**config.mk**
```make
export PLATFORM = sky130hd
export DESIGN_NAME = seconds_nanoseconds_time_counter
export DESIGN_NICKNAME = d
export VERILOG_FILES = /design/src/shared/rtc_pkg.sv /design/src/rtl/time_base_tick.sv /design/src/rtl/seconds_nanoseconds_time_counter.sv
export SDC_FILE = /design/constraint.sdc
export NUM_CORES = 1
export LEC_CHECK = 0
export ABC_AREA = 0
export BUFFER_PORTS_ARGS = -buffer_cell sky130_fd_sc_hd__buf_4
export CORE_UTILIZATION = 59
export CTS_CLUSTER_SIZE = 20
export DETAILED_ROUTE_END_ITERATION = 16
export GPL_TIMING_DRIVEN = 1
export PLACE_DENSITY = 0.93
export SLEW_MARGIN = 20
export SYNTH_ARGS = -nofsm -noshare
export SYNTH_HDL_FRONTEND = slang
export SYNTH_SLANG_ARGS = --single-unit
```
**constraint.sdc**
```tcl
create_clock -name clk -period 4.6 [get_ports clk]
set_input_delay 0.23 -clock clk [delete_from_list [all_inputs] [get_ports clk]]
set_output_delay 0.23 -clock clk [all_outputs]
set_load 0.1 [all_outputs]
```
**src/shared/rtc_pkg.sv**
```systemverilog
// Constants shared by the seconds and nanoseconds time counter and its time base
package rtc_pkg;

    // Word widths
    localparam int SEC_W = 32;
    localparam int FRAC_W = 32;

    // Lowest implemented bit of the fraction word: 2**8 ns = 256 ns resolution
    localparam int FRAC_LSB = 8;

    // Time base
    localparam int CLK_PERIOD_NS = 50;
    localparam int TICK_NS = 1 << FRAC_LSB;
    localparam int PHASE_W = 16;

    // Last nanosecond value inside one second
    localparam logic [31:0] NS_LAST_IN_SECOND = 32'h3B9AC9FF;

    // Terminal count: largest implementable value not above the last nanosecond
    localparam logic [31:0] FRAC_TERMINAL = (NS_LAST_IN_SECOND >> FRAC_LSB) << FRAC_LSB;

    // Values loaded by rst
    localparam logic [31:0] SEC_RESET = 32'h00000000;
    localparam logic [31:0] FRAC_RESET = 32'h00000000;
    localparam logic [31:0] RDATA_RESET = 32'h00000000;

    // Special register select
    localparam logic SEL_FRACTION = 1'b0;
    localparam logic SEL_SECONDS = 1'b1;

    // First value software loads into the fraction word when setting the time
    localparam logic [31:0] INIT_CLEAR_LOAD = 32'h0000FFFF;

endpackage : rtc_pkg

```
**src/rtl/time_base_tick.sv**
```systemverilog
// Fractional divider producing one enable pulse per resolution step of the fraction word
`timescale 1ns/1ps
module time_base_tick #(
    parameter int CLK_PERIOD_NS = rtc_pkg::CLK_PERIOD_NS,
    parameter int TICK_NS = rtc_pkg::TICK_NS
) (
    // Clock and reset
    input wire logic clk,
    input wire logic rst,
    // One-cycle pulse every TICK_NS on average
    output logic tick
);

    localparam logic [rtc_pkg::PHASE_W-1:0] STEP = rtc_pkg::PHASE_W'(CLK_PERIOD_NS);
    localparam logic [rtc_pkg::PHASE_W-1:0] LIMIT = rtc_pkg::PHASE_W'(TICK_NS);

    logic [rtc_pkg::PHASE_W-1:0] phase_r;
    logic [rtc_pkg::PHASE_W-1:0] phase_nxt;
    logic tick_r;
    logic tick_nxt;
    logic [rtc_pkg::PHASE_W-1:0] sum;

    // Period does not divide the step evenly, so the remainder is carried over;
    // individual steps jitter by one clock but long-run rate is exact.
    always_comb begin
        sum = phase_r + STEP;
        if (sum >= LIMIT) begin
            phase_nxt = sum - LIMIT;
            tick_nxt = 1'b1;
        end else begin
            phase_nxt = sum;
            tick_nxt = 1'b0;
        end
    end

    always_ff @(posedge clk) begin
        if (rst) begin
            phase_r <= '0;
            tick_r <= 1'b0;
        end else begin
            phase_r <= phase_nxt;
            tick_r <= tick_nxt;
        end
    end

    assign tick = tick_r;

endmodule : time_base_tick

```
**src/rtl/seconds_nanoseconds_time_counter.sv**
```systemverilog
// Two-word time-of-day counter: seconds word and nanosecond fraction word
`timescale 1ns/1ps
// Operation
// - Upper word counts seconds from software epoch; lower word counts nanoseconds.
// - Implemented fraction bits count upward as a plain binary counter.
// - Fraction word advances in 256 ns steps; lower bits absent.
// - Fraction reaches terminal nearest below 999,999,999, then returns to zero.
// - Uninitialised fraction word still reaches zero within four seconds.
// - Fraction loaded above 999,999,999 returns to zero within four seconds.
// - Reading fraction leaves counting undisturbed; unimplemented bits read zero.
// - Fraction write replaces implemented bits only; other source bits dropped.
// - Seconds word increments in the same update as the fraction wrap.
// - Seconds word is a full 32-bit counter that always runs.
// - Seconds word rolls from all ones to all zeros.
// - Seconds read is harmless; seconds write replaces all 32 bits.
// - Both words count from rst, which loads zero into each.
// - Writes need privilege; unprivileged write raises program interrupt, no change.
// - Reads are allowed unprivileged and never change the counter.
module seconds_nanoseconds_time_counter #(
    parameter int FRAC_LSB = rtc_pkg::FRAC_LSB,
    parameter int CLK_PERIOD_NS = rtc_pkg::CLK_PERIOD_NS
) (
    // Clock and reset
    input wire logic clk,
    input wire logic rst,
    // Special register move request from the core
    input wire logic spr_valid,
    input wire logic spr_write,
    input wire logic spr_sel,
    input wire logic [31:0] spr_wdata,
    input wire logic spr_privileged,
    // Answer to the core
    output logic [31:0] spr_rdata,
    output logic spr_done,
    output logic program_interrupt,
    // Live counter contents
    output logic [31:0] seconds_count_word,
    output logic [31:0] fraction_ns_word
);

    localparam logic [31:0] FRAC_UNIT = 32'h00000001 << FRAC_LSB;
    localparam logic [31:0] TERMINAL = (rtc_pkg::NS_LAST_IN_SECOND >> FRAC_LSB) << FRAC_LSB;

    // Keeps only implemented fraction bit positions
    function automatic logic [31:0] frac_implemented(input logic [31:0] value);
        logic [31:0] mask;
        mask = ~(FRAC_UNIT - 32'h00000001);
        return value & mask;
    endfunction : frac_implemented

    // Counter state
    logic [31:0] sec_r;
    logic [31:0] sec_nxt;
    logic [31:0] frac_r;
    logic [31:0] frac_nxt;

    // Answer state
    logic [31:0] rdata_r;
    logic [31:0] rdata_nxt;
    logic done_r;
    logic done_nxt;
    logic irq_r;
    logic irq_nxt;

    // Decoded request and counting terms
    logic tick;
    logic wr_allowed;
    logic wr_frac;
    logic wr_sec;
    logic rd_req;
    logic at_or_past_terminal;
    logic wrap;
    logic carry;
    logic [31:0] frac_count;
    logic [31:0] sec_count;

    // Shared time base; a decrementer would hang off the same pulse
    time_base_tick #(
        .CLK_PERIOD_NS(CLK_PERIOD_NS),
        .TICK_NS(1 << FRAC_LSB)
    ) u_tick (
        .clk(clk),
        .rst(rst),
        .tick(tick)
    );

    // Request decode
    always_comb begin
        wr_allowed = spr_valid && spr_write && spr_privileged;
        wr_frac = wr_allowed && (spr_sel == rtc_pkg::SEL_FRACTION);
        wr_sec = wr_allowed && (spr_sel == rtc_pkg::SEL_SECONDS);
        rd_req = spr_valid && !spr_write;
    end

    // Counting path
    always_comb begin
        // Anything at or above terminal wraps on the next step, so an out-of-range
        // load is cleared on the next tick, within 300 ns, rather than running up to the 2**32 rollover.
        at_or_past_terminal = (frac_r >= TERMINAL);
        wrap = tick && at_or_past_terminal;
        if (wrap) begin
            frac_count = 32'h00000000;
        end else if (tick) begin
            frac_count = frac_implemented(frac_r + FRAC_UNIT);
        end else begin
            frac_count = frac_r;
        end
        // A fraction write replaces the update, so its carry goes with it
        carry = wrap && !wr_frac;
        if (carry) begin
            sec_count = sec_r + 32'h00000001;
        end else begin
            sec_count = sec_r;
        end
    end

    // Write merge: software value wins over the same cycle's count
    always_comb begin
        if (wr_frac) begin
            frac_nxt = frac_implemented(spr_wdata);
        end else begin
            frac_nxt = frac_count;
        end
        if (wr_sec) begin
            sec_nxt = spr_wdata;
        end else begin
            sec_nxt = sec_count;
        end
    end

    // Counter registers; rst gives a known start, counting begins at once
    always_ff @(posedge clk) begin
        if (rst) begin
            sec_r <= rtc_pkg::SEC_RESET;
            frac_r <= rtc_pkg::FRAC_RESET;
        end else begin
            sec_r <= sec_nxt;
            frac_r <= frac_nxt;
        end
    end

    // Answer path
    always_comb begin
        rdata_nxt = rdata_r;
        if (rd_req) begin
            if (spr_sel == rtc_pkg::SEL_SECONDS) begin
                rdata_nxt = sec_r;
            end else begin
                rdata_nxt = frac_implemented(frac_r);
            end
        end
        done_nxt = spr_valid;
        irq_nxt = spr_valid && spr_write && !spr_privileged;
    end

    always_ff @(posedge clk) begin
        if (rst) begin
            rdata_r <= rtc_pkg::RDATA_RESET;
            done_r <= 1'b0;
            irq_r <= 1'b0;
        end else begin
            rdata_r <= rdata_nxt;
            done_r <= done_nxt;
            irq_r <= irq_nxt;
        end
    end

    assign spr_rdata = rdata_r;
    assign spr_done = done_r;
    assign program_interrupt = irq_r;
    assign seconds_count_word = sec_r;
    assign fraction_ns_word = frac_r;

endmodule : seconds_nanoseconds_time_counter

```
* After elaboration in Yosys (flattened, before gate mapping)
Cells that the tools add are included.
Word-level totals: RAM bits 0, ROM bits 0, output and inout bits 98, latch bits 0, bits in registers 107, bits of input ports 38, memories kept 0, word-level logic and storage cells 35
Cells by class: add/subtract/negate cells 4, bitwise gates (word level) 1, $mul 0, $lt $le $gt $ge 2, shift operators 0, reductions and logical operators 13, multiplexer cells 8, divide/modulo/power cells 0, equal/unequal tests 0
Operators with widths (count):
- 2-to-1 mux 32 bit | 6
- adder 32 x 1 -> 32 bit (second input constant) | 1
- adder 32 x 9 -> 32 bit (second input constant) | 1
- >= comparator 32 x 30 -> 1 bit (second input constant) | 1
- adder 16 x 6 -> 16 bit (second input constant) | 1
- >= comparator 16 x 9 -> 1 bit (second input constant) | 1
- 2-to-1 mux 16 bit | 1
- subtractor 16 x 9 -> 16 bit (second input constant) | 1
- logical AND 1 bit | 8
- logical NOT 1 bit | 3
- nonzero test 3 bit | 1
- nonzero test 2 bit | 1
- 2-to-1 mux 1 bit | 1
- NOT 1 bit | 1

* Depth between registers and ports, before layout
Gate-level depths: netlist (run 1).
depth after elaboration 7, depth in mapped cells 12, mapped depth without buffers 10

* By module
From an unflattened synthesis (run 1), not the netlist that was laid out.
Second synthesis, totals: cells, all modules 695, area total of the unflattened synthesis 5866.9 um^2
Modules (own cells, without submodules):
- seconds_nanoseconds_time_counter | cells each 574, times used 1, seq. area each 1801.7 um^2, area an instance 4817.1 um^2
- time_base_tick | cells each 121, times used 1, seq. area each 320.3 um^2, area an instance 1049.8 um^2

* Worst setup path before layout (run 1)
No wires, ideal clock.
kind reg-to-reg, start point register frac_r[9], in the netlist fraction_ns_word[9], end point register frac_r[8], in the netlist fraction_ns_word[8], setup slack 1288 ps, path buffers 1, setup time 71 ps, cell stages (with the launch flop) 10, arrival 3241 ps, data required time 4529 ps, clock period less this slack 3312 ps, cells stage by stage dfxtp_1 inv_1 ha_1 or3b_2 a211oi_1 o211ai_1 a211oi_2 buf_2 o21ai_0 a21oi_1
Between the ends: cells in the longest elaborated chain, start to end 4, elaborated cells between the ends (all ways) 5, those cells by class 1 x order compare; 2 x mux; 2 x reduce/logical
RTL lines:
- from (decl) | line seconds_nanoseconds_time_counter.sv:54 | logic [31:0] frac_r;
- from (signal assigned) | line seconds_nanoseconds_time_counter.sv:135 | frac_r <= rtc_pkg::FRAC_RESET;
- from (signal assigned) | line seconds_nanoseconds_time_counter.sv:138 | frac_r <= frac_nxt;
- >= comparator 32 x 30 -> 1 bit (*) | line seconds_nanoseconds_time_counter.sv:99 | at_or_past_terminal = (frac_r >= TERMINAL);
- logical AND 1 bit (*) | line seconds_nanoseconds_time_counter.sv:100 | wrap = tick && at_or_past_terminal;
- 2-to-1 mux 32 bit | line seconds_nanoseconds_time_counter.sv:101 | if (wrap) begin
- 2-to-1 mux 32 bit | line seconds_nanoseconds_time_counter.sv:119 | if (wr_frac) begin
Mark *: on every way between the ends. The rest lies on a longest branch, timed or not. A chain may end at the register's enable or synchronous reset.

* Worst setup path in the final report (run 1)
start point register frac_r[9], in the netlist fraction_ns_word[9], end point register sec_r[0], in the netlist seconds_count_word[0]
Between the ends: cells in the longest elaborated chain, start to end 4
RTL lines:
- >= comparator 32 x 30 -> 1 bit | line seconds_nanoseconds_time_counter.sv:99
- logical AND 1 bit | line seconds_nanoseconds_time_counter.sv:100
- logical AND 1 bit | line seconds_nanoseconds_time_counter.sv:109 | carry = wrap && !wr_frac;
- nonzero test 2 bit (no line)
- to (signal assigned) | line seconds_nanoseconds_time_counter.sv:134 | sec_r <= rtc_pkg::SEC_RESET;
- to (signal assigned) | line seconds_nanoseconds_time_counter.sv:137 | sec_r <= sec_nxt;
- to (decl) | line seconds_nanoseconds_time_counter.sv:52 | logic [31:0] sec_r;
Every way passes these cells.

==> results of run 1 <==
==> cells in the mapped netlist (5+ instances only) <==
| cell type | count | area [µm²] |
|---|---|---|
| nand4_1 | 15 | 93.84 |
| clkbuf_1 | 40 | 150.1 |
| nand3_1 | 37 | 185.2 |
| nor4_1 | 20 | 125.1 |
| or3_1 | 5 | 31.28 |
| nor2_1 | 75 | 281.5 |
| buf_4 | 8 | 60.06 |
| xor2_1 | 9 | 78.83 |
| inv_1 | 20 | 75.07 |
| mux2i_1 | 26 | 260.3 |
| buf_1 | 5 | 18.77 |
| a31oi_1 | 6 | 37.54 |
| nor3_1 | 18 | 90.09 |
| a211oi_1 | 33 | 247.7 |
| a221oi_1 | 13 | 113.9 |
| a21oi_1 | 49 | 245.2 |
| and3_1 | 26 | 162.7 |
| o211ai_1 | 6 | 45.04 |
| dfxtp_1 | 106 | 2122 |
| nand2_1 | 44 | 165.2 |
| nand2b_1 | 5 | 31.28 |
| o21ai_0 | 47 | 235.2 |
| xnor2_1 | 36 | 315.3 |
| ha_1 | 6 | 75.07 |
==> worst register-to-register path, delay by kind of cell (launching register included) <==
kind,cells,cell delay [ps]
compound gates,4,1630
flops,1,490
simple gates,1,430
mux,1,400
fa+ha+maj,1,190
buf+inv,1,130
==> cells in the final DEF (no fill, tap or decap), drive strengths merged, types with 18 or more instances in the layout <==
cell type	n
mux2i	26
nand2	44
dfxtp	106
o21ai	47
xnor2	36
nor4	20
nand3	37
nor2	75
buf	133
a21oi	49
inv	23
a211oi	35
nor3	18
and3	26
==> where the power goes <==
group	internal (mW)	switching (mW)	leakage (nW)
sequential	0.987	0.118	0.865
clock	0.210	0.350	0.0882
combinational	0.243	0.588	1.69
==> kinds of logic (layout without fill, tap and decap cells) <==
kind of cell,count (synthesis),in the layout,share of synthesized area
flops,106,106,0.3653
simple gates,268,268,0.2322
xor+xnor,45,45,0.06784
other cells,1,8,0.0006455
fa+ha+maj,6,6,0.01292
compound gates,190,190,0.2156
buf+inv,77,169,0.05686
mux,28,28,0.04868
==> metal layers <==
metal	global-route usage	routed length (µm)
met1	0.4624	7111
met2	0.5714	8547
met3	0.04762	1463
met4	0.1717	637
met5	0	0
==> how the worst min path moves through the flow <==
stage / from / end / slack, ps / depth (start not counted)
floorplan: spr_privileged / program_interrupt / 310 / 1
global placement: spr_privileged / program_interrupt / 410 / 2
detailed placement: spr_privileged / program_interrupt / 420 / 2
CTS: spr_privileged / program_interrupt / 10 / 2
global route: spr_privileged / program_interrupt / 20 / 2
finish: spr_privileged / program_interrupt / 20 / 2
==> registers in the layout, indices dropped and copies added, names as in the netlist <==
register / flops
program_interrupt: 1
u_tick.phase_r: 15
spr_rdata: 32
seconds_count_word: 32
u_tick.tick: 1
spr_done: 1
fraction_ns_word: 24
==> metrics by stage <==
step	power [mW]	cell area, µm²	util
final	2.496	6958	0.7425
after CTS	2.481	6930	0.7395
after global routing	2.598	6958	0.7425
after detailed placement	1.939	6743	0.7195
after global placement	1.920	6743	0.7195
after floorplan	1.740	5836	-
==> area by class of cell <==
type | count | area [µm²]
Multi-Input combinational cell | 545 | 3393
Fill cell | 741 | 2414
Sequential cell | 106 | 2122
Timing Repair Buffer | 133 | 1018
Tap cell | 129 | 161.4
Clock buffer | 10 | 127.6
Inverter | 20 | 75.07
Clock inverter | 6 | 60.06
==> results.py, run 1 <==
metrics = {
    "critical_path": {
        "crit_path_top_delay_cell": "o211a_1",
        "r2r_end": "seconds_count_word[0]",
        "cp_max_fo": 24,
        "r2r-start": "fraction_ns_word[9]",
        "cp_num_buf_inv": 1,
        "cp_cell_sequence": "inv_1 -> ha_1 -> or3b_2 -> a211oi_1 -> o211a_1 -> o21ai_0 -> mux2_2 -> a21oi_1",
        "ff2ff_path_depth": 8,
        "crit_arrival_ps": 3640,
        "required_ps": 4900,
        "critPathLaunch": "fraction_ns_word[9]",
        "endpoint_kind": "flop",
        "cp-start-kind": "flop",
        "slowest_delay_ps": 710,
        "setup.worst_path.class": "reg -> reg",
        "rrSetupSlack_ps": 1260,
        "critical_path.top_delay_family": "compound AO/OA/AOI/OAI gates",
        "cp.depth": 8,
        "cp-endpoint": "seconds_count_word[0]",
    },
    "synth": {
        "ys_ff_latch": 106,
        "async_reset_ff_frac": 0,
        "synthesis.area_mm2": 0.005809,
        "yosysWarnings": 0,
        "synthFlopType": "dfxtp_1",
        "synth-seq-area-share": 0.3653,
        "avgSynthCellArea_um2": 8.057,
        "syn_inst": 721,
        "synthDistinctLibCells": 64,
        "synth_edf_count": 0,
    },
    "grt": {
        "grt_pass1_wl_um": 28410,
        "antenna_found_initial": 0,
        "grt_pass1_vias": 5698,
        "track_usage": 0.3521,
        "overflow": 0,
        "grt_max_degree": 81,
    },
    "timing": {
        "rsz0062_at_grt": "no",
        "slew_headroom": 0.2310,
        "fin_crit_ps": 3341,
        "layout_setup_ws_ps": 1259,
        "fin_crit_sh": 0.7264,
        "hold_viol": 0,
        "holdWs_ps": 24.44,
        "timing.setup.tns_ps": 0,
        "tightest_slew_ps": 1143,
        "fin_skew_ps": 20.46,
        "max_freq_mhz": 299.3,
        "maxSlewViolCount": 0,
        "setup_violations": 0,
    },
    "cells_and_area": {
        "drive_gt1_frac": 0.2012,
        "syn_to_final_growth_pct": 19.77,
        "nets": 859,
        "final_cells": 949,
        "antenna_cells": 0,
    },
    "placed_design": {
        "dp_hpwl_um": 12400,
        "place_congestion": 0.9373,
        "placed_cells": 932,
        "portBuffers": 127,
        "place_ws_ps": 1341,
    },
    "routing": {
        "via_per_inst": 6.454,
        "num_vias": 6125,
        "drc": 0,
        "totalWireLength_um": 17760,
        "drt_iter0_drc": 565,
        "routedWlPerCell_um": 18.71,
        "postRouteAntennaNets": 0,
        "dr.pass1.iters": 5,
    },
    "run_status": {
        "status": "finished clean",
    },
    "clock_tree": {
        "root_buffer": "clkbuf_8",
        "cts-htree-levels": 3,
        "cts.sinks": 106,
        "cts_tree": "yes",
        "cts_buffers": 9,
        "clk_path_buf_depth": 2,
        "cts_resized": 0,
        "clkTransAtPathRegs_ps": 100,
        "clk_latency_ps": 380,
        "cts_setup_buffers": 0,
        "ctsHoldBuffers": 0,
    },
    "pwr": {
        "power.leakage_nw": 2.647,
        "ir_drop_uv": 178.2,
        "pwr_density_cell_mw_per_mm2": 358.8,
    },
    "floorplan": {
        "ios": 136,
        "initial_core_util": 0.6199,
        "die_w_um": 101.2,
        "core-area_mm2": 0.009371,
        "die_h_um": 101.2,
        "fp-row-count": 35,
        "design.die.area_mm2": 0.01025,
    },
    "hold_path": {
        "worst_hold_path_type": "in -> reg",
    },
    "run": {
        "max-cap-violations": 0,
    },
}
Note: power is estimated with default switching activity, not from simulation.
==> run 2: changes to the inputs <==
Settings changed: CORE_UTILIZATION 59 to 54, PLACE_DENSITY 0.93 to 0.87.
Clock period 4.6 ns to 3.3 ns, I/O delays scaled along.
==> results.py, run 2 (synthesis gave the netlist of run 1 again) <==
metrics = {
    "run_status": {
        "status": "finished clean",
    },
    "routing": {
        "via_per_inst": 6.193,
        "dr.pass1.iters": 5,
        "routedWlPerCell_um": 17.88,
        "drc": 0,
        "drt_iter0_drc": 601,
        "totalWireLength_um": 17340,
        "num_vias": 6007,
        "postRouteAntennaNets": 0,
    },
    "cells_and_area": {
        "stdcell_area_mm2": 0.007133,
        "nets": 873,
        "layout_commonest_cell": "buf_4",
        "final_cells": 970,
        "final_cell_mix": "buf_4, dfxtp_1, nor2_1, a21oi_1, o21ai_0",
        "antenna_cells": 0,
        "fill_cells": 861,
        "syn_to_final_growth_pct": 22.79,
        "drive_gt1_frac": 0.2182,
    },
    "pwr": {
        "p_switching_mw": 1.446,
        "ir_drop_uv": 358.7,
        "power.leakage_nw": 2.749,
        "clkPwrFrac": 0.250,
        "internal-power_mw": 2.219,
        "comb_power_share": 0.328,
        "pwr_density_cell_mw_per_mm2": 513.8,
        "switching_share": 0.3946,
        "p_seq_frac": 0.421,
    },
    "floorplan": {
        "initial_core_util": 0.5602,
        "die_h_um": 105.7,
        "ios": 136,
        "design.die.area_mm2": 0.01118,
        "die_w_um": 105.7,
        "fp-row-count": 37,
        "core-area_mm2": 0.01037,
    },
    "timing": {
        "holdWs_ps": 21.33,
        "fin_skew_ps": 21.70,
        "tightest_slew_ps": 985.5,
        "maxSlewViolCount": 0,
        "hold_viol": 0,
        "layout_setup_ws_ps": 216.1,
        "slew_headroom": 0.3369,
        "setup_violations": 0,
        "fin_crit_ps": 3084,
        "rsz0062_at_grt": "no",
        "fin_crit_sh": 0.9345,
        "timing.setup.tns_ps": 0,
        "max_freq_mhz": 324.3,
    },
    "clock_tree": {
        "clk_latency_ps": 380,
        "cts-htree-levels": 3,
        "cts_tree": "yes",
        "clkTransAtPathRegs_ps": 100,
        "cts.sinks": 106,
        "clk_path_buf_depth": 2,
        "root_buffer": "clkbuf_8",
        "cts_buffers": 9,
    },
    "placed_design": {
        "place_area_mm2": 0.006828,
        "portBuffers": 127,
        "dp_hpwl_um": 12080,
        "placed_cells": 949,
        "place_ws_ps": 118.0,
        "place_congestion": 0.9057,
    },
    "critical_path": {
        "critPathLaunch": "u_tick.phase_r[1]",
        "r2r-start": "u_tick.phase_r[1]",
        "setup.worst_path.class": "reg -> reg",
        "crit_arrival_ps": 3350,
        "cp-start-kind": "flop",
        "cp_max_fo": 6,
        "required_ps": 3570,
        "endpoint_kind": "flop",
    },
    "grt": {
        "track_usage": 0.3144,
        "grt_pass1_wl_um": 28320,
        "grt_pass1_vias": 5721,
        "overflow": 0,
        "grt_max_degree": 80,
        "antenna_found_initial": 0,
    },
    "run": {
        "max-cap-violations": 0,
    },
    "hold_path": {
        "min_from": "spr_wdata[31]",
        "worst_hold_path_type": "in -> reg",
    },
}
[run 2: cell types whose count changed in the layout (fill, tap and decap cells not counted), moves of 2 or more]
cell,delta
buf_4,+13
inv_6,-2
clkbuf_8,+2
bufinv_16,+2
clkinvlp_4,-2
[run 2: layer usage]
layer / wire length, µm / GRT usage / share of wire
met5: 0 / 0 / 0
met4: 493 / 0.1310 / 0.028
met3: 1251 / 0.06061 / 0.072
met2: 8367 / 0.5177 / 0.48
met1: 7228 / 0.4014 / 0.42
[run 2: layout make-up]
type	count	area, µm²	area share
Clock buffer	12	155.1	0.02175
Sequential cell	106	2123	0.2977
Multi-Input combinational cell	545	3410	0.4780
Tap cell	136	170.2	0.02386
Clock inverter	4	73.82	0.01035
Timing Repair Buffer	147	1126	0.1579
Inverter	20	75.07	0.01052
[run 2: worst paths after layout]
kind / endpoint / slack, ps / depth (start not counted)
min: seconds_count_word[31] / 20 / 3
max reg2reg: u_tick.phase_r[13] / 220 / 10
max: u_tick.phase_r[13] / 220 / 10
min reg2reg: spr_rdata[5] / 460 / 2
[run 2: per-stage QoR]
step | util | power (mW)
2_1_floorplan | - | 2.426
3_3_place_gp | 0.6584 | 2.695
3_5_place_dp | 0.6584 | 2.721
4_1_cts | 0.6821 | 3.632
5_1_grt | 0.6879 | 3.821
6_report | 0.6879 | 3.665
[run 2: critical path, cell delays in order (launching register included)]
cell and delay (ps):
dfxtp_1 370, ha_1 300, a211oi_4 370, nor2_2 150
xnor2_2 200, ha_1 220, nand2_1 60, o41a_1 340
or4_4 520, o2111a_1 240, or2_1 200
[run 2: power by group through the flow]
| stage | logic (mW) | clock network (mW) | registers [mW] |
|---|---|---|---|
| after floorplan | 0.585 | 0 | 1.84 |
| after global placement | 1.14 | 0 | 1.56 |
| after detailed placement | 1.16 | 0 | 1.56 |
| after CTS | 1.17 | 0.923 | 1.53 |
| after global routing | 1.29 | 0.978 | 1.56 |
| final | 1.20 | 0.918 | 1.54 |
[run 2: what timing repair did]
| action | CTS | global route |
|---|---|---|
| hold buffers | 1 | 0 |
| buffers inserted | 0 | 3 |
| endpoints found under the hold margin | 1 | 0 |
| resized for setup | 1 | 2 |
| gates cloned | 0 | 0 |
| pin swaps | 1 | 1 |
| endpoints found under the setup margin | 2 | 6 |
